File: src/design/disc_select_pkg.sv
// Constants shared by the unit select, seek and status logic
package disc_select_pkg;

  localparam int UNIT_W = 4;
  localparam int BUS_W = 10;
  localparam int REG_AW = 4;
  localparam int DATA_W = 32;
  localparam int RX_GROUPS = 3;
  localparam int STATUS_W = 14;

  // Register byte addresses
  localparam logic [REG_AW-1:0] CONFIG_OFS = 4'h0;
  localparam logic [REG_AW-1:0] STATUS_OFS = 4'h4;
  localparam logic [REG_AW-1:0] CYL_OFS = 4'h8;

  // Configuration fields
  localparam int CFG_MOVING_LSB = 0;
  localparam int CFG_FIXED_LSB = 4;
  localparam int CFG_CONTIG_BIT = 8;
  localparam int CFG_USED_W = 9;
  localparam logic [UNIT_W-1:0] CFG_MOVING_RST = 4'h0;
  localparam logic [UNIT_W-1:0] CFG_FIXED_RST = 4'h1;
  localparam logic CFG_CONTIG_RST = 1'b1;

  // Function bits on the bus lines, qualified by the function tag
  localparam int BIT_OFFSET_PLUS = 2;
  localparam int BIT_OFFSET_MINUS = 3;
  localparam int BIT_RESTORE = 6;

  // Timing
  localparam int CLK_NS = 4;
  localparam int SETTLE_NS = 30000;
  localparam int OFFSET_NS = 3000000;
  localparam int SETTLE_CYCLES = (SETTLE_NS + CLK_NS - 1) / CLK_NS;
  localparam int OFFSET_CYCLES = (OFFSET_NS + CLK_NS - 1) / CLK_NS;

endpackage : disc_select_pkg

File: src/design/cable_input_stage.sv
// Input register stage for cable signals
`timescale 1ns/100ps
`default_nettype none
module cable_input_stage #(
  parameter int W = 1
) (
  input wire logic clk,
  input wire logic rst_n,
  input wire logic [W-1:0] d,
  output logic [W-1:0] q
);

  always_ff @(posedge clk)
  begin
    if (!rst_n)
    begin
      q <= '0;
    end
    else
    begin
      q <= d;
    end
  end

endmodule : cable_input_stage
`default_nettype wire

File: src/design/disc_unit_select_seek_status.sv
// Unit select, cable gating, seek strobe, track offset and seek status
//
// Decided for this implementation: the placing of the registers and strobed register access.
`timescale 1ns/100ps
`default_nettype none
module disc_unit_select_seek_status #(
  parameter int SETTLE_CYCLES = disc_select_pkg::SETTLE_CYCLES,
  parameter int OFFSET_CYCLES = disc_select_pkg::OFFSET_CYCLES
) (
  input wire logic clk,
  input wire logic rst_n,
  // Control cable
  input wire logic [disc_select_pkg::UNIT_W-1:0] unit_select_lines,
  input wire logic unit_tag,
  input wire logic [disc_select_pkg::BUS_W-1:0] bus_lines,
  input wire logic cylinder_tag,
  input wire logic function_tag,
  input wire logic cable_open_n,
  // Jumpers and drive state
  input wire logic maintenance_jumper_n,
  input wire logic fixed_disable_jumper_n,
  input wire logic drive_ready,
  input wire logic unit_ready_no_fault,
  // Servo and fixed-head address map
  input wire logic seek_complete,
  input wire logic seek_late,
  input wire logic illegal_cylinder,
  input wire logic illegal_fixed_address,
  // Register port
  input wire logic [disc_select_pkg::REG_AW-1:0] reg_addr,
  input wire logic [disc_select_pkg::DATA_W-1:0] reg_wdata,
  input wire logic reg_write,
  input wire logic reg_read,
  output logic [disc_select_pkg::DATA_W-1:0] reg_rdata,
  // Selection and transceiver gating
  output logic moving_unit_selected,
  output logic fixed_unit_selected,
  output logic fixed_or_moving_select,
  output logic [disc_select_pkg::RX_GROUPS-1:0] receiver_disable,
  output logic [1:0] unit_selected_enable,
  output logic moving_tx_enable,
  output logic moving_wclk_rx_enable,
  output logic moving_wdata_rx_enable,
  output logic fixed_tx_enable,
  output logic fixed_wclk_rx_enable,
  output logic fixed_wdata_rx_enable,
  // Servo side
  output logic [disc_select_pkg::BUS_W-1:0] cylinder_address,
  output logic seek_strobe_out,
  output logic strobe_half_testpoint,
  output logic offset_plus_out,
  output logic offset_minus_out,
  output logic moving_restore,
  output logic fixed_restore,
  output logic fixed_address_strobe,
  // Status
  output logic track_offset_enable,
  output logic offset_edge_pulse,
  output logic moving_on_cylinder,
  output logic fixed_on_cylinder,
  output logic on_cylinder,
  output logic moving_seek_end,
  output logic fixed_seek_end,
  output logic moving_seek_error,
  output logic fixed_seek_error
);

  localparam int IN_W = disc_select_pkg::UNIT_W + disc_select_pkg::BUS_W + 12;

  ////////////////////////////////////////////////////////////////////////////
  // Input registers

  logic [IN_W-1:0] raw_in;
  logic [IN_W-1:0] reg_in;
  logic [disc_select_pkg::UNIT_W-1:0] s_unit_lines;
  logic [disc_select_pkg::BUS_W-1:0] s_bus;
  logic s_unit_tag;
  logic s_cyl_tag;
  logic s_func_tag;
  logic s_cable_open_n;
  logic s_maintenance_n;
  logic s_fdis_n;
  logic s_drive_ready;
  logic s_unit_ready;
  logic s_seek_complete;
  logic s_seek_late;
  logic s_illegal_cyl;
  logic s_illegal_fixed;

  assign raw_in = {unit_select_lines, bus_lines, unit_tag, cylinder_tag,
                   function_tag, cable_open_n, maintenance_jumper_n,
                   fixed_disable_jumper_n, drive_ready, unit_ready_no_fault,
                   seek_complete, seek_late, illegal_cylinder,
                   illegal_fixed_address};

  // Cable lines are sampled once so every decision sees one stable copy
  cable_input_stage #(
    .W(IN_W)
  ) u_inputs (
    .clk(clk),
    .rst_n(rst_n),
    .d(raw_in),
    .q(reg_in)
  );

  assign {s_unit_lines, s_bus, s_unit_tag, s_cyl_tag, s_func_tag,
          s_cable_open_n, s_maintenance_n, s_fdis_n, s_drive_ready, s_unit_ready,
          s_seek_complete, s_seek_late, s_illegal_cyl,
          s_illegal_fixed} = reg_in;

  ////////////////////////////////////////////////////////////////////////////
  // Configuration register

  logic [disc_select_pkg::UNIT_W-1:0] moving_preset;
  logic [disc_select_pkg::UNIT_W-1:0] fixed_preset;
  logic contiguous_fixed;
  logic cfg_hit;
  logic cfg_write;

  assign cfg_hit = (reg_addr == disc_select_pkg::CONFIG_OFS);
  assign cfg_write = reg_write && cfg_hit;

  always_ff @(posedge clk)
  begin
    if (!rst_n)
    begin
      moving_preset <= disc_select_pkg::CFG_MOVING_RST;
      fixed_preset <= disc_select_pkg::CFG_FIXED_RST;
      contiguous_fixed <= disc_select_pkg::CFG_CONTIG_RST;
    end
    else if (cfg_write)
    begin
      moving_preset <= reg_wdata[disc_select_pkg::CFG_MOVING_LSB +:
                                 disc_select_pkg::UNIT_W];
      fixed_preset <= reg_wdata[disc_select_pkg::CFG_FIXED_LSB +:
                                disc_select_pkg::UNIT_W];
      contiguous_fixed <= reg_wdata[disc_select_pkg::CFG_CONTIG_BIT];
    end
  end

  ////////////////////////////////////////////////////////////////////////////
  // Unit address latch and selection

  logic [disc_select_pkg::UNIT_W-1:0] unit_address;
  logic moving_match;
  logic fixed_match;
  logic next_moving_sel;
  logic next_fixed_sel;

  function automatic logic addr_match(
    input logic [disc_select_pkg::UNIT_W-1:0] a,
    input logic [disc_select_pkg::UNIT_W-1:0] b
  );
    addr_match = (a == b);
  endfunction : addr_match

  always_ff @(posedge clk)
  begin
    if (!rst_n)
    begin
      unit_address <= '0;
    end
    else if (s_unit_tag)
    begin
      unit_address <= s_unit_lines;
    end
  end

  assign moving_match = addr_match(unit_address, moving_preset);
  // Fixed comparator is dead when the fixed option is jumpered out
  assign fixed_match = addr_match(unit_address, fixed_preset) && s_fdis_n;
  assign next_moving_sel = moving_match && s_cable_open_n && s_maintenance_n;
  assign next_fixed_sel = fixed_match && s_cable_open_n && s_maintenance_n;

  always_ff @(posedge clk)
  begin
    if (!rst_n)
    begin
      moving_unit_selected <= 1'b0;
      fixed_unit_selected <= 1'b0;
    end
    else
    begin
      moving_unit_selected <= next_moving_sel;
      fixed_unit_selected <= next_fixed_sel;
    end
  end

  ////////////////////////////////////////////////////////////////////////////
  // Transceiver gating

  logic any_selected;

  assign any_selected = moving_unit_selected || fixed_unit_selected;
  assign fixed_or_moving_select = !moving_unit_selected;
  // Floating receivers would oscillate on an open cable
  assign receiver_disable = {disc_select_pkg::RX_GROUPS{!s_cable_open_n}};
  assign unit_selected_enable = {2{any_selected}};
  assign moving_tx_enable = 1'b1;
  assign moving_wclk_rx_enable = s_cable_open_n;
  assign moving_wdata_rx_enable = moving_unit_selected;
  assign fixed_tx_enable = 1'b1;
  assign fixed_wclk_rx_enable = fixed_unit_selected;
  assign fixed_wdata_rx_enable = fixed_unit_selected;

  ////////////////////////////////////////////////////////////////////////////
  // Function decode, strobes and restores

  logic func_enable;
  logic next_seek;
  logic next_fixed_strobe;
  logic next_mrestore;
  logic next_frestore;
  logic next_off_plus;
  logic next_off_minus;
  logic offset_plus;
  logic offset_minus;
  logic seek_rise;

  assign func_enable = s_func_tag && s_drive_ready;
  assign next_seek = s_cyl_tag && moving_unit_selected && s_unit_ready;
  assign next_fixed_strobe = s_cyl_tag && fixed_unit_selected;
  assign next_mrestore = func_enable && moving_unit_selected &&
                         s_bus[disc_select_pkg::BIT_RESTORE];
  assign next_frestore = func_enable && fixed_unit_selected &&
                         s_bus[disc_select_pkg::BIT_RESTORE];
  assign next_off_plus = func_enable && any_selected &&
                         s_bus[disc_select_pkg::BIT_OFFSET_PLUS];
  assign next_off_minus = func_enable && any_selected &&
                          s_bus[disc_select_pkg::BIT_OFFSET_MINUS];

  always_ff @(posedge clk)
  begin
    if (!rst_n)
    begin
      seek_strobe_out <= 1'b0;
      fixed_address_strobe <= 1'b0;
      moving_restore <= 1'b0;
      fixed_restore <= 1'b0;
      offset_plus <= 1'b0;
      offset_minus <= 1'b0;
    end
    else
    begin
      seek_strobe_out <= next_seek;
      fixed_address_strobe <= next_fixed_strobe;
      moving_restore <= next_mrestore;
      fixed_restore <= next_frestore;
      offset_plus <= next_off_plus;
      offset_minus <= next_off_minus;
    end
  end

  assign seek_rise = next_seek && !seek_strobe_out;

  always_ff @(posedge clk)
  begin
    if (!rst_n)
    begin
      strobe_half_testpoint <= 1'b0;
    end
    else if (seek_rise)
    begin
      strobe_half_testpoint <= !strobe_half_testpoint;
    end
  end

  always_ff @(posedge clk)
  begin
    if (!rst_n)
    begin
      cylinder_address <= '0;
      offset_plus_out <= 1'b0;
      offset_minus_out <= 1'b0;
    end
    else
    begin
      cylinder_address <= s_bus;
      offset_plus_out <= offset_plus && moving_unit_selected &&
                         track_offset_enable;
      offset_minus_out <= offset_minus && moving_unit_selected &&
                          track_offset_enable;
    end
  end

  ////////////////////////////////////////////////////////////////////////////
  // Track offset enable and its edge pulse

  logic offset_req;
  logic toff_set;
  logic toff_clear;
  logic toff_prev;

  assign offset_req = offset_plus || offset_minus;
  assign toff_set = offset_req && on_cylinder;
  assign toff_clear = !offset_req || seek_strobe_out || moving_restore;

  // Set beats clear so an offset command taken with a strobe is kept
  always_ff @(posedge clk)
  begin
    if (!rst_n)
    begin
      track_offset_enable <= 1'b0;
      toff_prev <= 1'b0;
    end
    else
    begin
      toff_prev <= track_offset_enable;
      if (toff_set)
      begin
        track_offset_enable <= 1'b1;
      end
      else if (toff_clear)
      begin
        track_offset_enable <= 1'b0;
      end
    end
  end

  assign offset_edge_pulse = track_offset_enable ^ toff_prev;

  ////////////////////////////////////////////////////////////////////////////
  // On-cylinder time-outs

  logic restart_timeout;
  logic settle_busy;
  logic offset_busy;
  logic moving_end_timeout;

  assign restart_timeout = seek_strobe_out || fixed_address_strobe ||
                           fixed_restore || moving_restore;

  retrig_timer #(
    .CYCLES(SETTLE_CYCLES)
  ) u_settle (
    .clk(clk),
    .rst_n(rst_n),
    .start(restart_timeout),
    .busy(settle_busy)
  );

  // Holds moving on-cylinder off while the arm travels to or from the offset
  retrig_timer #(
    .CYCLES(OFFSET_CYCLES)
  ) u_offset (
    .clk(clk),
    .rst_n(rst_n),
    .start(offset_edge_pulse),
    .busy(offset_busy)
  );

  ////////////////////////////////////////////////////////////////////////////
  // Seek errors

  logic fixed_err_set;

  assign fixed_err_set = s_illegal_fixed && contiguous_fixed &&
                         fixed_address_strobe;

  always_ff @(posedge clk)
  begin
    if (!rst_n)
    begin
      moving_seek_error <= 1'b0;
      fixed_seek_error <= 1'b0;
    end
    else
    begin
      if (s_seek_late || s_illegal_cyl)
      begin
        moving_seek_error <= 1'b1;
      end
      else if (moving_restore)
      begin
        moving_seek_error <= 1'b0;
      end
      if (fixed_err_set)
      begin
        fixed_seek_error <= 1'b1;
      end
      else if (fixed_restore)
      begin
        fixed_seek_error <= 1'b0;
      end
    end
  end

  ////////////////////////////////////////////////////////////////////////////
  // On-cylinder and seek end

  logic next_mon;
  logic next_fon;

  assign next_mon = !settle_busy && !offset_busy && !moving_seek_error &&
                    (s_seek_complete || track_offset_enable);
  assign next_fon = !settle_busy && !fixed_seek_error;
  assign moving_end_timeout = moving_unit_selected && settle_busy;

  always_ff @(posedge clk)
  begin
    if (!rst_n)
    begin
      moving_on_cylinder <= 1'b0;
      fixed_on_cylinder <= 1'b0;
      moving_seek_end <= 1'b0;
      fixed_seek_end <= 1'b0;
    end
    else
    begin
      moving_on_cylinder <= next_mon;
      fixed_on_cylinder <= next_fon;
      moving_seek_end <= (moving_seek_error || moving_on_cylinder) &&
                         !moving_end_timeout;
      fixed_seek_end <= (fixed_seek_error || fixed_on_cylinder) &&
                        !settle_busy;
    end
  end

  // Cable status follows whichever unit is selected
  assign on_cylinder = moving_unit_selected ? moving_on_cylinder :
                       fixed_on_cylinder;

  ////////////////////////////////////////////////////////////////////////////
  // Register read port

  logic [disc_select_pkg::STATUS_W-1:0] status_bits;
  logic [disc_select_pkg::DATA_W-1:0] next_rdata;

  assign status_bits = {strobe_half_testpoint, fixed_seek_end, moving_seek_end,
                        track_offset_enable, fixed_on_cylinder,
                        moving_on_cylinder, fixed_seek_error, moving_seek_error,
                        fixed_unit_selected, moving_unit_selected, unit_address};

  // Unmapped addresses read as zero
  always_comb
  begin
    next_rdata = '0;
    unique case (reg_addr)
      disc_select_pkg::CONFIG_OFS:
        next_rdata[disc_select_pkg::CFG_USED_W-1:0] =
          {contiguous_fixed, fixed_preset, moving_preset};
      disc_select_pkg::STATUS_OFS:
        next_rdata[disc_select_pkg::STATUS_W-1:0] = status_bits;
      disc_select_pkg::CYL_OFS:
        next_rdata[disc_select_pkg::BUS_W-1:0] = cylinder_address;
      default:
        next_rdata = '0;
    endcase
  end

  always_ff @(posedge clk)
  begin
    if (!rst_n)
    begin
      reg_rdata <= '0;
    end
    else if (reg_read)
    begin
      reg_rdata <= next_rdata;
    end
    else
    begin
      reg_rdata <= '0;
    end
  end

endmodule : disc_unit_select_seek_status
`default_nettype wire

File: src/design/retrig_timer.sv
// Retriggerable one-shot: busy for CYCLES clocks after the last start
`timescale 1ns/100ps
`default_nettype none
module retrig_timer #(
  parameter int CYCLES = 16
) (
  input wire logic clk,
  input wire logic rst_n,
  input wire logic start,
  output logic busy
);

  localparam int CW = $clog2(CYCLES + 1);
  localparam logic [CW-1:0] LOAD = CW'(CYCLES);
  localparam logic [CW-1:0] ONE = CW'(1);

  logic [CW-1:0] count;

  // A start while running reloads, so the window follows the latest event
  always_ff @(posedge clk)
  begin
    if (!rst_n)
    begin
      count <= '0;
    end
    else if (start)
    begin
      count <= LOAD;
    end
    else if (count != '0)
    begin
      count <= count - ONE;
    end
  end

  assign busy = (count != '0);

endmodule : retrig_timer
`default_nettype wire

File: config.mk
export PLATFORM = sky130hd
export DESIGN_NAME = disc_unit_select_seek_status
export DESIGN_NICKNAME = d
export VERILOG_FILES = /design/src/design/disc_select_pkg.sv /design/src/design/cable_input_stage.sv /design/src/design/disc_unit_select_seek_status.sv /design/src/design/retrig_timer.sv
export SDC_FILE = /design/constraint.sdc
export NUM_CORES = 1
export LEC_CHECK = 0
export ABC_AREA = 0
export BUFFER_PORTS_ARGS = -buffer_cell sky130_fd_sc_hd__buf_4
export CELL_PAD_IN_SITES_DETAIL_PLACEMENT = 0
export CELL_PAD_IN_SITES_GLOBAL_PLACEMENT = 1
export CORE_ASPECT_RATIO = 0.75
export CORE_MARGIN = 3
export CORE_UTILIZATION = 30
export CTS_BUF_LIST = sky130_fd_sc_hd__clkbuf_4 sky130_fd_sc_hd__clkbuf_8 sky130_fd_sc_hd__clkbuf_16
export CTS_CLUSTER_DIAMETER = 30
export DETAILED_ROUTE_END_ITERATION = 8
export PLACE_DENSITY_LB_ADDON = 0.15
export SYNTH_ARGS = -nofsm -noshare
export SYNTH_HDL_FRONTEND = slang
export SYNTH_SLANG_ARGS = --single-unit
File: constraint.sdc
create_clock -name clk -period 2.96 [get_ports clk]
set_input_delay 0.592 -clock clk [delete_from_list [all_inputs] [get_ports clk]]
set_output_delay 0.592 -clock clk [all_outputs]
set_load 0.1 [all_outputs]
==> impl_summary.md, run 1 <==
Placed design
The final weighted congestion in routability-driven placement is 0.8506. The count of buffers added on input and output ports is 94. The total instance count after detailed placement is 770.

The HPWL after detailed placement is 9.187 mm. Timing analysis after detailed placement gives a worst setup slack of 0.5920 ns.

Setup path
The worst register-to-register path begins at u_offset.count[4]. The worst setup path is captured at a register. The biggest fanout along the worst timing path is 8.

The family with the most delay on the worst path is simple AND/OR/NAND/NOR gates. At the worst endpoint, the required time is 3.23 ns. The buffer and inverter count on the worst path is 0. The data arrival time at the worst-slack endpoint is 2.69 ns. The critical path class is reg2reg. For this run, the slowest stage of the critical path takes 0.72 ns. The category of the worst setup path launch point is a register. Tracing the worst setup path back leads to its startpoint at u_offset.count[4].

For this design, the slowest cell found on the critical path is or4_1. The signal on the critical path passes through or4_4, or4_1, nor4_1, nor3_1.

Floorplanning
The area inside the core boundary is 14740 um2. The die outline width is 149.1 um. The initial standard-cell utilization of the core is 31.27%.

The count of boundary I/O pins is 138. The die height is 113.4 um. The number of core rows is 38.

The area of the die is 16900 um2.

Cells and area
The share of final-layout standard cells stronger than drive strength 1 is 25.08%. The repair_antennas step left the layout with diodes totalling 0. Compared with the post-synthesis result, the final layout area differs by 30.37%. Counting the fill cells in the layout gives 1515.

The number of nets in the final layout is 659. The number of standard cells in the layout, taps in and fillers out is 802.

Logic synthesis
The flip-flop and latch count after synthesis is 115. The count of warnings emitted by yosys is 0. The mux cell area share after synthesis is 2.416%. The most used flip-flop cell after synthesis is dfxtp_1. The mean post-synth cell area is 9.274 um2. The dominant cell type by area after synthesis is dfxtp_1.

The synthesized design contains 0 enable-type register cells. The number of distinct standard cells referenced by the synthesized netlist is 50. The synthesized netlist devotes 24.73% of its cell area to simple gates.

The post-synthesis async set-or-reset flop share is 0%. The synthesized design devotes to its leading area cell type 49.95% of total area. The synthesized instance count is 497.

After synthesis the cells add up to 4609 um2. In the post-synthesis netlist, the biggest area contributors are dfxtp_1 (50%), and2_1 (5.7%), buf_4 (4.4%). Summing the areas of all fa, ha and maj instances in the mapped netlist gives 1.086% of the synthesized area. The synthesized netlist devotes 12.24% of its cell area to compound gates. After synthesis, the largest family of logic cells by area is simple AND/OR/NAND/NOR gates. The synthesized netlist devotes 2.090% of its cell area to XOR and XNOR gates. For this run, the register share of the synthesized area comes to 49.95%.

STA
The max-slew violation count is 0. Dividing the final minimum period by the clock period gives 81.75%. The total of endpoints with negative setup slack in the final report is 0. At the pin with the least slew margin, the transition time is 0.8195 ns.

In the final timing run, aggregate negative setup slack is 0 ns. Setup repair after global routing left no endpoint under its margin. The worst path needs 2.420 ns of the cycle, external delays included.

The peak clock frequency supported by timing is 413.2 MHz. The worst hold slack after final layout is 0.3916 ns. Across the routed clock network, the largest skew measured is 0.008987 ns. After layout, the worst setup slack is 0.5401 ns. The max-slew headroom at the worst pin is 45.25%. The count of final hold-check violations is 0.

Route
The routed layout has 3756 vias. The average vias per placed instance is 4.683. The post-route antenna net violation count is 0.

After detailed routing, the average wire length per cell comes to 15.70 um. The first detailed-routing pass took 4 iterations. After the first detailed-routing iteration, the DRC count stood at 150. In the routed design, unresolved DRC markers number 0. The total routed wirelength is 12.59 mm.

Outcome
The run finished with clean final reports.

Global route
The global-route wire length before repair is 19.45 mm. The pin count of the biggest net entering global routing is 35. The via count of the first global-routing pass was 3625.

The initial antenna violation count was 0. Summed over all layers, the global routing overflow is 0. Global routing used 14.94% of the available tracks across all layers.

Worst hold path
The worst hold path begins at cable_open_n. The path class of the tightest hold or removal check is in2reg.

Power
Dividing total power by cell area gives a power density of 1005 nW/um2. After layout, the design draws a total of 6.041 mW. IR analysis of the VDD net gives a maximum drop of 0.3486 mV.

The static leakage is 2.517 nW.

Clock network
Clock tree synthesis selected as its root buffer the cell clkbuf_16. The number of buffers added by the clock tree synthesis step is 17. The number of sinks on the clock net is 115.

TritonCTS built the clock tree. The number of hold buffers added after CTS is 0. The number of setup buffers added after CTS is 0. The clock passes through at most 2 buffers.

The H-tree was split into 4 levels. The clock transition time at the flip-flop clock pins of the worst setup and hold paths is 0.06 ns. For the worst-skew pair, the clock arrives at the later sink with an insertion delay of 0.40 ns. After clock tree synthesis, the repair step resized 0 gates.

Run
The tool flagged a number of max-cap violations equal to 0.
worst paths after layout:
kind,end,slack [ns],cells after the start
max reg2reg,u_offset.count[5],0.54,4
min reg2reg,cylinder_address[9],0.43,1
min,u_inputs.q[8],0.39,2
max,u_offset.count[5],0.54,4
final cells by class:
class	instances	area (um2)	area share (%)
tap	200	250.2	4.164
multi-input combinational	339	2049	34.10
timing repair buffer	103	773.2	12.87
clock inverter	15	158.9	2.644
sequential	115	2303	38.33
clock buffer	17	425.4	7.079
inverter	13	48.80	0.8120
through the flow:
step / util (%) / area (um2)
final: 40.77 / 6010
after global routing: 40.77 / 6010
after CTS: 40.77 / 6010
after detailed placement: 36.81 / 5425
after global placement: 36.81 / 5425
after floorplan: - / 4678
placed cells by master, fill, tap and decap left out, types with 11 or more instances in the layout:
| cell type | count |
|---|---|
| dfxtp_1 | 114 |
| buf_4 | 103 |
| inv_1 | 13 |
| conb_1 | 20 |
| nand2_1 | 49 |
| nor4_1 | 12 |
| or3_1 | 12 |
| clkbuf_16 | 17 |
| nand3_1 | 11 |
| a21oi_1 | 26 |
| or4_1 | 11 |
| and2_1 | 42 |
| nor2_1 | 29 |
| o21ai_0 | 11 |
synthesized netlist by cell type (all sizes together) (4+ instances only):
cell	count
a211oi	4
a21oi	26
a22oi	10
a31oi	10
and2	42
and3	5
buf	30
clkbuf	18
dfxtp	115
ha	4
inv	13
mux2i	10
nand2	49
nand2b	5
nand3	11
nor2	29
nor3	7
nor4	14
o21ai	11
o31ai	8
or2	6
or3	12
or4	12
xnor2	6
xor2	5
cell families after synthesis:
logic type | Yosys count
flops | 115
buf+inv | 61
compound gates | 85
mux | 11
fa+ha+maj | 4
other cells | 2
xor+xnor | 11
simple gates | 208
routing by layer:
metal / global-route usage [%] / up-vias / wire length, um
li1: - / 1902 / -
met1: 22.79 / 1746 / 6734
met2: 20.01 / 96 / 5095
met3: 3.843 / 12 / 586
met4: 5.366 / 0 / 172
met5: 0 / - / 0
where the power goes:
group / internal, mW / switching, mW / total, mW
sequential: 1.78 / 0.235 / 2.02
clock: 1.19 / 0.824 / 2.02
combinational: 0.735 / 1.27 / 2.01
sequential cells by signal, indices dropped and copies added, names as in the netlist, 4 cells and up:
| name | count |
|---|---|
| cylinder_address | 10 |
| fixed_preset | 4 |
| moving_preset | 4 |
| reg_rdata | 14 |
| u_inputs.q | 26 |
| u_offset.count | 20 |
| u_settle.count | 13 |
| unit_address | 4 |
Note: power is estimated with default switching activity, not from simulation.
==> run 2: changes to the inputs <==
--- a/config.mk
+++ b/config.mk
@@ -5,7 +5,7 @@
 export SDC_FILE = /design/constraint.sdc
 export NUM_CORES = 1
 export LEC_CHECK = 0
-export ABC_AREA = 0
+export ABC_AREA = 1
 export BUFFER_PORTS_ARGS = -buffer_cell sky130_fd_sc_hd__buf_4
 export CELL_PAD_IN_SITES_DETAIL_PLACEMENT = 0
 export CELL_PAD_IN_SITES_GLOBAL_PLACEMENT = 1
==> constraint.sdc (replaced) <==
create_clock -name clk -period 2.3 [get_ports clk]
set_input_delay 0.46 -clock clk [delete_from_list [all_inputs] [get_ports clk]]
set_output_delay 0.46 -clock clk [all_outputs]
set_load 0.1 [all_outputs]
==> run 2 against run 1 <==
Against the previous run: area after synthesis grew 4.9%; sequential power up 28%; clock-buffer cell count is 3 higher; synthesized cell count grew 29%; cell area up 4.8%; clock power rose by 34%; combinational power is 46% higher; critical path type is now reg2out; critical endpoint is now unit_selected_enable[1]; largest power group is now combinational cells.
==> impl_summary.md, run 2 <==
Floorplanning
The count of boundary I/O pins is 138 (unchanged). The area inside the core boundary is 15520 um2 (+5.3%). The area of the die is 17690 um2 (+4.7%).

The number of core rows was 39 (+2.6%). The initial standard-cell utilization of the core is 31.16% (-0.12 points). The die height is 115.9 um (+2.3%). The die outline width was 152.6 um (+2.3%).

Power
The power per cell area is 1305 nW/um2 (+30%). The worst supply voltage drop on vdd is 0.4607 mV (+32%). The static leakage is 3.204 nW (+27%).

STA
The total of endpoints with negative setup slack in the final report came to 0 (unchanged). The setup TNS is 0 ns (unchanged). The max-slew headroom at the worst pin is 64.96% (+20 points). The maximum clock skew at final layout is 0.01108 ns (+0.002093 ns). The transition time of the tightest slew-check pin is 0.5250 ns (-0.2945 ns).

The max-slew violation count is 0 (unchanged). The count of final hold-check violations is 0 (unchanged). The post-route clock period utilization is 84.98%. The minimum clock period is 1.955 ns. The peak clock frequency supported by timing is 511.6 MHz. Setup repair after global routing left no endpoint under its margin.

Clock network
The clock latency on the worst-skew pair is 0.41 ns (about the same). The number of sinks on the clock net is 115 (unchanged). The clock transition time at the flip-flop clock pins of the worst setup and hold paths was 0.06 ns (about the same). The clock tree buffer depth was 2 (unchanged). The number of hold buffers added after CTS is 0 (unchanged).

The number of levels in the clock H-tree is 4 (unchanged). The master cell of the clock root buffer is clkbuf_16. The setup fix buffers added after clock tree synthesis is 0 (unchanged). The number of buffers added by the clock tree synthesis step was 17 (unchanged).

TritonCTS built the clock tree. The quantity of gates resized following cts is 0 (unchanged).

Logic synthesis
The simple-gate area share of the yosys netlist is 26.37% (+1.6 points). The mean post-synth cell area is 7.554 um2 (-19%). The count of warnings emitted by yosys is 0 (unchanged).

The summed instance area of the synthesized netlist came to 4835 um2 (+4.9%). The dominant cell type by area after synthesis is dfxtp_1. The number of distinct standard cells referenced by the synthesized netlist is 35 (-30%). After synthesis, the largest family of logic cells by area is simple AND/OR/NAND/NOR gates. The mux cell area share after synthesis is 0% (-2.4 points). The synthesized instance count was 640 (+29%).

The most used flip-flop cell after synthesis is dfxtp_1. The synthesized-area fraction occupied by adder cells is 1.035% (-0.051 points). Sorting the synthesized cells by how often they occur yields nand2_1 (129), dfxtp_1 (115), inv_1 (102), nor2_1 (65), nand3_1 (44). The xor-xnor portion of the synthesized cell area came to 2.174% (+0.084 points). The flip-flop and latch count after synthesis is 115 (unchanged). Yosys attributes the largest share of cell area to dfxtp_1 (48%), nand2_1 (10%), inv_1 (7.9%). The post-synthesis async set-or-reset flop share is 0% (unchanged).

The share of the synthesized area in compound gates (AO/OA/AOI/OAI) came to 9.058% (-3.2 points). The post-synthesis sequential area ratio is 47.62% (-2.3 points). The number of enable-type register cells in the synthesized netlist is 0 (unchanged). The top-area cell type share of the netlist area is 47.62% (-2.3 points). The cell with the most instances after synthesis is nand2_1.

Cells and area
The area growth from synthesis to final layout is 30.28% (about the same). The share of final-layout standard cells stronger than drive strength 1 is 23.07% (-2.0 points). The number of filler instances in the final layout is 1667 (+10%). More flip-flops sit in one register than any other, and that register is u_inputs.q. The number of nets in the final layout is 808 (+23%).

The flip-flop count of the largest register after layout came to 26 (unchanged). The largest registers in the layout are u_inputs.q (26), u_offset.count (20), reg_rdata (14). The most common cell after layout, fill and taps aside is nand2_1.

Leaving out fill and tap cells, the most frequent cells in the layout are nand2_1 (129), dfxtp_1 (113), inv_1 (100). The final cell area excluding filler cells is 6299 um2 (+4.8%). The number of inserted diodes came to 0 (unchanged).

Setup path
STA classifies the critical path endpoint as an output port. The delay of the slowest critical-path stage is 0.44 ns (-0.28 ns). Walking the worst path, the cells encountered are clkinvlp_4, nand2_1, buf_4.

The data required time at the worst endpoint came to 1.84 ns (-1.39 ns). The category of the worst setup path launch point is a register. The biggest fanout along the worst timing path is 8 (unchanged). The data arrival time at the worst-slack endpoint is 1.49 ns (-1.20 ns). The highest-delay cell along the critical path is dfxtp_4.

The critical path class is reg2out.

Placed design
The total placed instance area is 5689 um2 (+4.9%). The number of buffers added on ports was 94 (unchanged). The HPWL after detailed placement is 9.396 mm (+2.3%). The final weighted congestion in routability-driven placement is 0.8291 (-2.5%).

Route
The total routed wirelength came to 12.47 mm (-0.96%). The total DRC errors in the routed layout is 0 (unchanged). The average detailed-routed wire length per instance came to 13.05 um (-17%). The number of iterations in the first detailed-routing pass is 6 (+2). The average vias per placed instance was 4.334 (-7.5%). The DRC violation total after the first TritonRoute iteration is 179 (+19%). The via total after detailed routing is 4139 (+10%). The post-route antenna net violation count is 0 (unchanged).

Global route
The initial antenna violation count is 0 (unchanged). The global-route total usage across every layer is 14.51% (-0.43 points). The global-route wire length before repair came to 20.33 mm (+4.5%). The met2 layer usage reported by global route is 24.68% (+4.7 points). The pin count of the biggest net entering global routing is 32 (-8.6%). The via count of the first global-routing pass is 4140 (+14%).

The residual overflow from global routing is 0 (unchanged). The met3 routing resource usage after global routing is 4.031% (+0.19 points). The met1 usage in global routing was 18.23% (-4.6 points). The busiest metal layer after global routing is met2.

Outcome
The flow ran to the end, and the final reports show no timing, DRC or antenna violations.

Run
The reported max-cap violation count came to 0 (unchanged).

Worst hold path
The kind of path behind the tightest hold check is in2reg.
run 2: changes by cell type in the layout (fill, tap and decap cells not counted), moves of 14 or more:
| cell | change |
|---|---|
| nand2_1 | +80 |
| and2_1 | -42 |
| a21oi_1 | +16 |
| nor2_1 | +36 |
| nand3_1 | +33 |
| inv_1 | +87 |
| nor2_2 | +14 |
run 2: kinds of logic after synthesis:
family | after synthesis
DFF | 115
and+or+nand+nor | 283
adders and majority gates | 4
buffers and inverters | 145
AOI/OAI and AO/OA | 79
xor gates and xnor gates | 12
other | 2
run 2: path summary, 6_finish.rpt:
path | startpoint | end | slack, ns | depth (start not counted)
worst max-delay path | moving_unit_selected | unit_selected_enable[1] | 0.35 | 3
worst min-delay path | bus_lines[2] | u_inputs.q[14] | 0.23 | 3
worst max register to register | u_settle.count[0] | u_settle.count[6] | 0.81 | 7
worst min register to register | u_inputs.q[13] | cylinder_address[1] | 0.41 | 2
run 2: worst max-delay path: cells and delay by family, from the launching register on:
family / cells / cell delay, ns
buffers and inverters: 2 / 0.49
flip-flops: 1 / 0.44
AND/OR/NAND/NOR: 1 / 0.15
run 2: power by group:
part	internal [mW]	total (mW)	switching [mW]
registers	2.30	2.59	0.294
logic	0.999	2.93	1.93
clock network	1.76	2.70	0.943
total	5.06	8.22	3.16
run 2: per-stage QoR:
step	hold slack, ns	total power, mW	std cells	utilization (%)	setup slack [ns]
CTS	0.2151	8.297	955	40.59	0.3086
global placement	0.3983	5.518	924	36.66	0.5676
finish	0.2269	8.220	955	40.59	0.3454
global route	0.2281	8.837	955	40.59	0.2818
detailed placement	0.3985	5.558	924	36.66	0.5782
floorplan	0.3905	5.004	658	-	0.03465
run 2: metal layers:
metal | share of wire (%) | vias up
met3 | 5.7 | 8
met2 | 47 | 96
met5 | 0 | -
li1 | - | 2157
met1 | 47 | 1878
met4 | 0.83 | 0
run 2: area by class of cell:
type                    count  area [um2]  share of cell area, %
flip-flops and latches    115        2307                  36.63
well taps                 205       256.5                  4.072
repair buffers             99       743.2                  11.80
clock inverters            11       155.1                  2.463
multi-input cells         398        1973                  31.33
clock buffers              20       454.2                  7.211
inverters                 107       409.1                  6.496
==> run 3: changes to the inputs <==
--- a/config.mk
+++ b/config.mk
@@ -5,7 +5,7 @@
 export SDC_FILE = /design/constraint.sdc
 export NUM_CORES = 1
 export LEC_CHECK = 0
-export ABC_AREA = 1
+export ABC_AREA = 0
 export BUFFER_PORTS_ARGS = -buffer_cell sky130_fd_sc_hd__buf_4
 export CELL_PAD_IN_SITES_DETAIL_PLACEMENT = 0
 export CELL_PAD_IN_SITES_GLOBAL_PLACEMENT = 1
==> constraint.sdc (replaced) <==
create_clock -name clk -period 1.55 [get_ports clk]
set_input_delay 0.31 -clock clk [delete_from_list [all_inputs] [get_ports clk]]
set_output_delay 0.31 -clock clk [all_outputs]
set_load 0.1 [all_outputs]
==> run 3 against run 2 <==
Against the previous run: the run now ends with negative setup slack left; critical endpoint is now u_offset.count[18]; sequential cell count stayed put; combinational power grew to 2.8 times the previous value; first-iteration DRC count is 31% higher; highest routed layer unchanged.
==> impl_summary.md, run 3 (synthesis gave the netlist of run 1 again) <==
Worst hold path
The kind of path behind the tightest hold check is in2reg.

Placed design
The HPWL after detailed placement is 10.44 mm (+11%). The final weighted congestion in routability-driven placement came to 0.8522 (+2.8%). The number of buffers added on ports came to 94 (unchanged).

The total placed instance area was 6081 um2 (+6.9%).

Power
The worst supply voltage drop on vdd was 0.8060 mV (+75%). The static leakage is 3.119 nW (-2.6%). The power per cell area was 2143 nW/um2 (+64%).

Outcome
The final reports fail on negative setup slack. The flow ran to the end, but the final reports show violations.

Floorplanning
The area of the die came to 16900 um2 (-4.4%). The number of core rows was 38 (-2.6%). The initial standard-cell utilization of the core was 31.27% (+0.12 points). The die outline width is 149.1 um (-2.3%). The area inside the core boundary is 14740 um2 (-5.0%).

The die height is 113.4 um (-2.2%). The count of boundary I/O pins was 138 (unchanged).

Route
The average vias per placed instance is 4.690 (+8.2%). The number of iterations in the first detailed-routing pass is 4 (-2). The average detailed-routed wire length per instance is 16.00 um (+23%).

The total routed wirelength is 14.26 mm (+14%). The post-route antenna net violation count is 0 (unchanged). The via total after detailed routing is 4179 (+0.97%).

The DRC violation total after the first TritonRoute iteration is 234 (+31%). The total DRC errors in the routed layout was 0 (unchanged).

Cells and area
The number of nets in the final layout is 748 (-7.4%). From synthesis to final layout, the design area changed by 58.33%. The library cells used most frequently in the layout, excluding fill and tap cells, are buf_4 (169), dfxtp_1 (96), nand2_1 (47).

The register containing the most flip-flops in the final layout is u_inputs.q. The share of final-layout standard cells stronger than drive strength 1 is 45.44% (+22 points). The flip-flop count of the largest register after layout is 26 (unchanged). The number of inserted diodes is 0 (unchanged). The final cell area excluding filler cells was 7298 um2 (+16%).

The most common cell after layout, fill and taps aside is buf_4. The largest registers in the layout are u_inputs.q (26), u_offset.count (20), reg_rdata (14).

STA
The count of final hold-check violations came to 0 (unchanged). The max-slew violation count is 0 (unchanged). The peak clock frequency supported by timing is 489.4 MHz.

Dividing the final minimum period by the clock period gives 131.8%. The setup slack of the critical path after layout is -0.4932 ns (-0.8386 ns). The worst hold slack after final layout is 0.1029 ns (-0.1240 ns). The total of endpoints with negative setup slack in the final report is 28 (+28). The minimum clock period is 2.043 ns. The maximum clock skew at final layout is 0.01439 ns (+0.003311 ns).

The setup TNS came to -7.919 ns (-7.919 ns). Setup repair after global routing could not meet its margin everywhere.

Setup path
The library cell appearing most often on the critical path is or4_4. The biggest fanout along the worst timing path is 6 (-2). The critical path class is reg2reg.

The signal on the critical path passes through or4_4, or3_4, or4_4, a221oi_2. The largest individual stage delay along the critical path comes from the cell or4_4. The worst setup path is launched from a register.

The buffer and inverter count on the worst path is 0 (-2). The delay of the slowest critical-path stage came to 0.54 ns (+0.10 ns). The data arrival time at the worst-slack endpoint is 2.36 ns (+0.87 ns).

The data required time at the worst endpoint is 1.87 ns (+0.03 ns). The kind of cell with the highest combined delay along the critical path is simple AND/OR/NAND/NOR gates. The worst setup path is captured at a register.

Clock network
Clock tree synthesis selected as its root buffer the cell clkbuf_16. The number of hold buffers added after CTS is 0 (unchanged). The CTS tree is yes. The number of buffers added by the clock tree synthesis step is 17 (unchanged).

The number of sinks on the clock net was 115 (unchanged). The clock transition time at the flip-flop clock pins of the worst setup and hold paths came to 0.06 ns (about the same). The clock tree buffer depth is 2 (unchanged). The number of levels in the clock H-tree is 4 (unchanged). The clock latency on the worst-skew pair was 0.41 ns (about the same).

Global route
The residual overflow from global routing was 0 (unchanged). The global-route wire length before repair is 22.53 mm (+11%). The pin count of the biggest net entering global routing came to 42 (+31%). The global-route total usage across every layer came to 17.12% (+2.6 points). The initial antenna violation count is 0 (unchanged). The via count of the first global-routing pass is 4212 (+1.7%).

Run
The reported max-cap violation count was 0 (unchanged).
[run 3: changes by cell type in the layout (fill, tap and decap cells not counted), sizes merged, moves of 11 or more]
cell   before  now
and2        0   42
or3         0   12
or4         0   12
inv       106   20
a21oi      42   26
nand3      46   11
nor2       81   29
nand2     132   49
o21ai      24   11
buf        99  192
nor4        3   14
[run 3: power breakdown]
part	switching (mW)	internal, mW
clock network	1.63	2.15
logic	3.96	4.12
registers	0.363	3.42
total	5.95	9.69
[run 3: worst paths after layout]
kind,startpoint,slack (ns),cells after the start,endpoint
min reg2reg,u_inputs.q[20],0.43,1,cylinder_address[8]
min,bus_lines[1],0.10,2,u_inputs.q[13]
max reg2reg,u_offset.count[6],-0.49,4,u_offset.count[18]
max,u_offset.count[6],-0.49,4,u_offset.count[18]
[run 3: per-stage QoR]
stage,cells,setup slack [ns],util (%),total power [mW]
after floorplan,515,-0.4653,-,7.171
after global placement,840,-0.5232,41.26,9.440
after detailed placement,840,-0.5700,41.26,9.535
after CTS,886,-0.4947,48.22,14.92
after global routing,891,-0.5737,49.52,16.55
final,891,-0.4932,49.52,15.64
[run 3: layout make-up]
class | instances | area [um2]
Inverter | 13 | 56.30
Multi-Input combinational cell | 339 | 2477
Timing Repair Buffer | 192 | 1589
Sequential cell | 115 | 2341
Clock inverter | 15 | 158.9
Tap cell | 200 | 250.2
Fill cell | 1411 | 7441
Clock buffer | 17 | 425.4
[run 3: metal layers]
layer | share of wire [%] | wire [um] | global-route usage [%] | vias to the layer above
met5 | 0 | 0 | 0 | -
met4 | 0.52 | 74 | 5.183 | 0
met3 | 6.0 | 851 | 4.524 | 7
met2 | 43 | 6156 | 24.22 | 111
met1 | 50 | 7172 | 25.35 | 1980
li1 | - | - | - | 2081
[run 3: what timing repair did]
item,in CTS,in global routing
hold endpoints to repair,0,0
endpoints found under the setup margin,35,41
buffers inserted,15,5
resized for setup,72,31
pin swaps,23,14
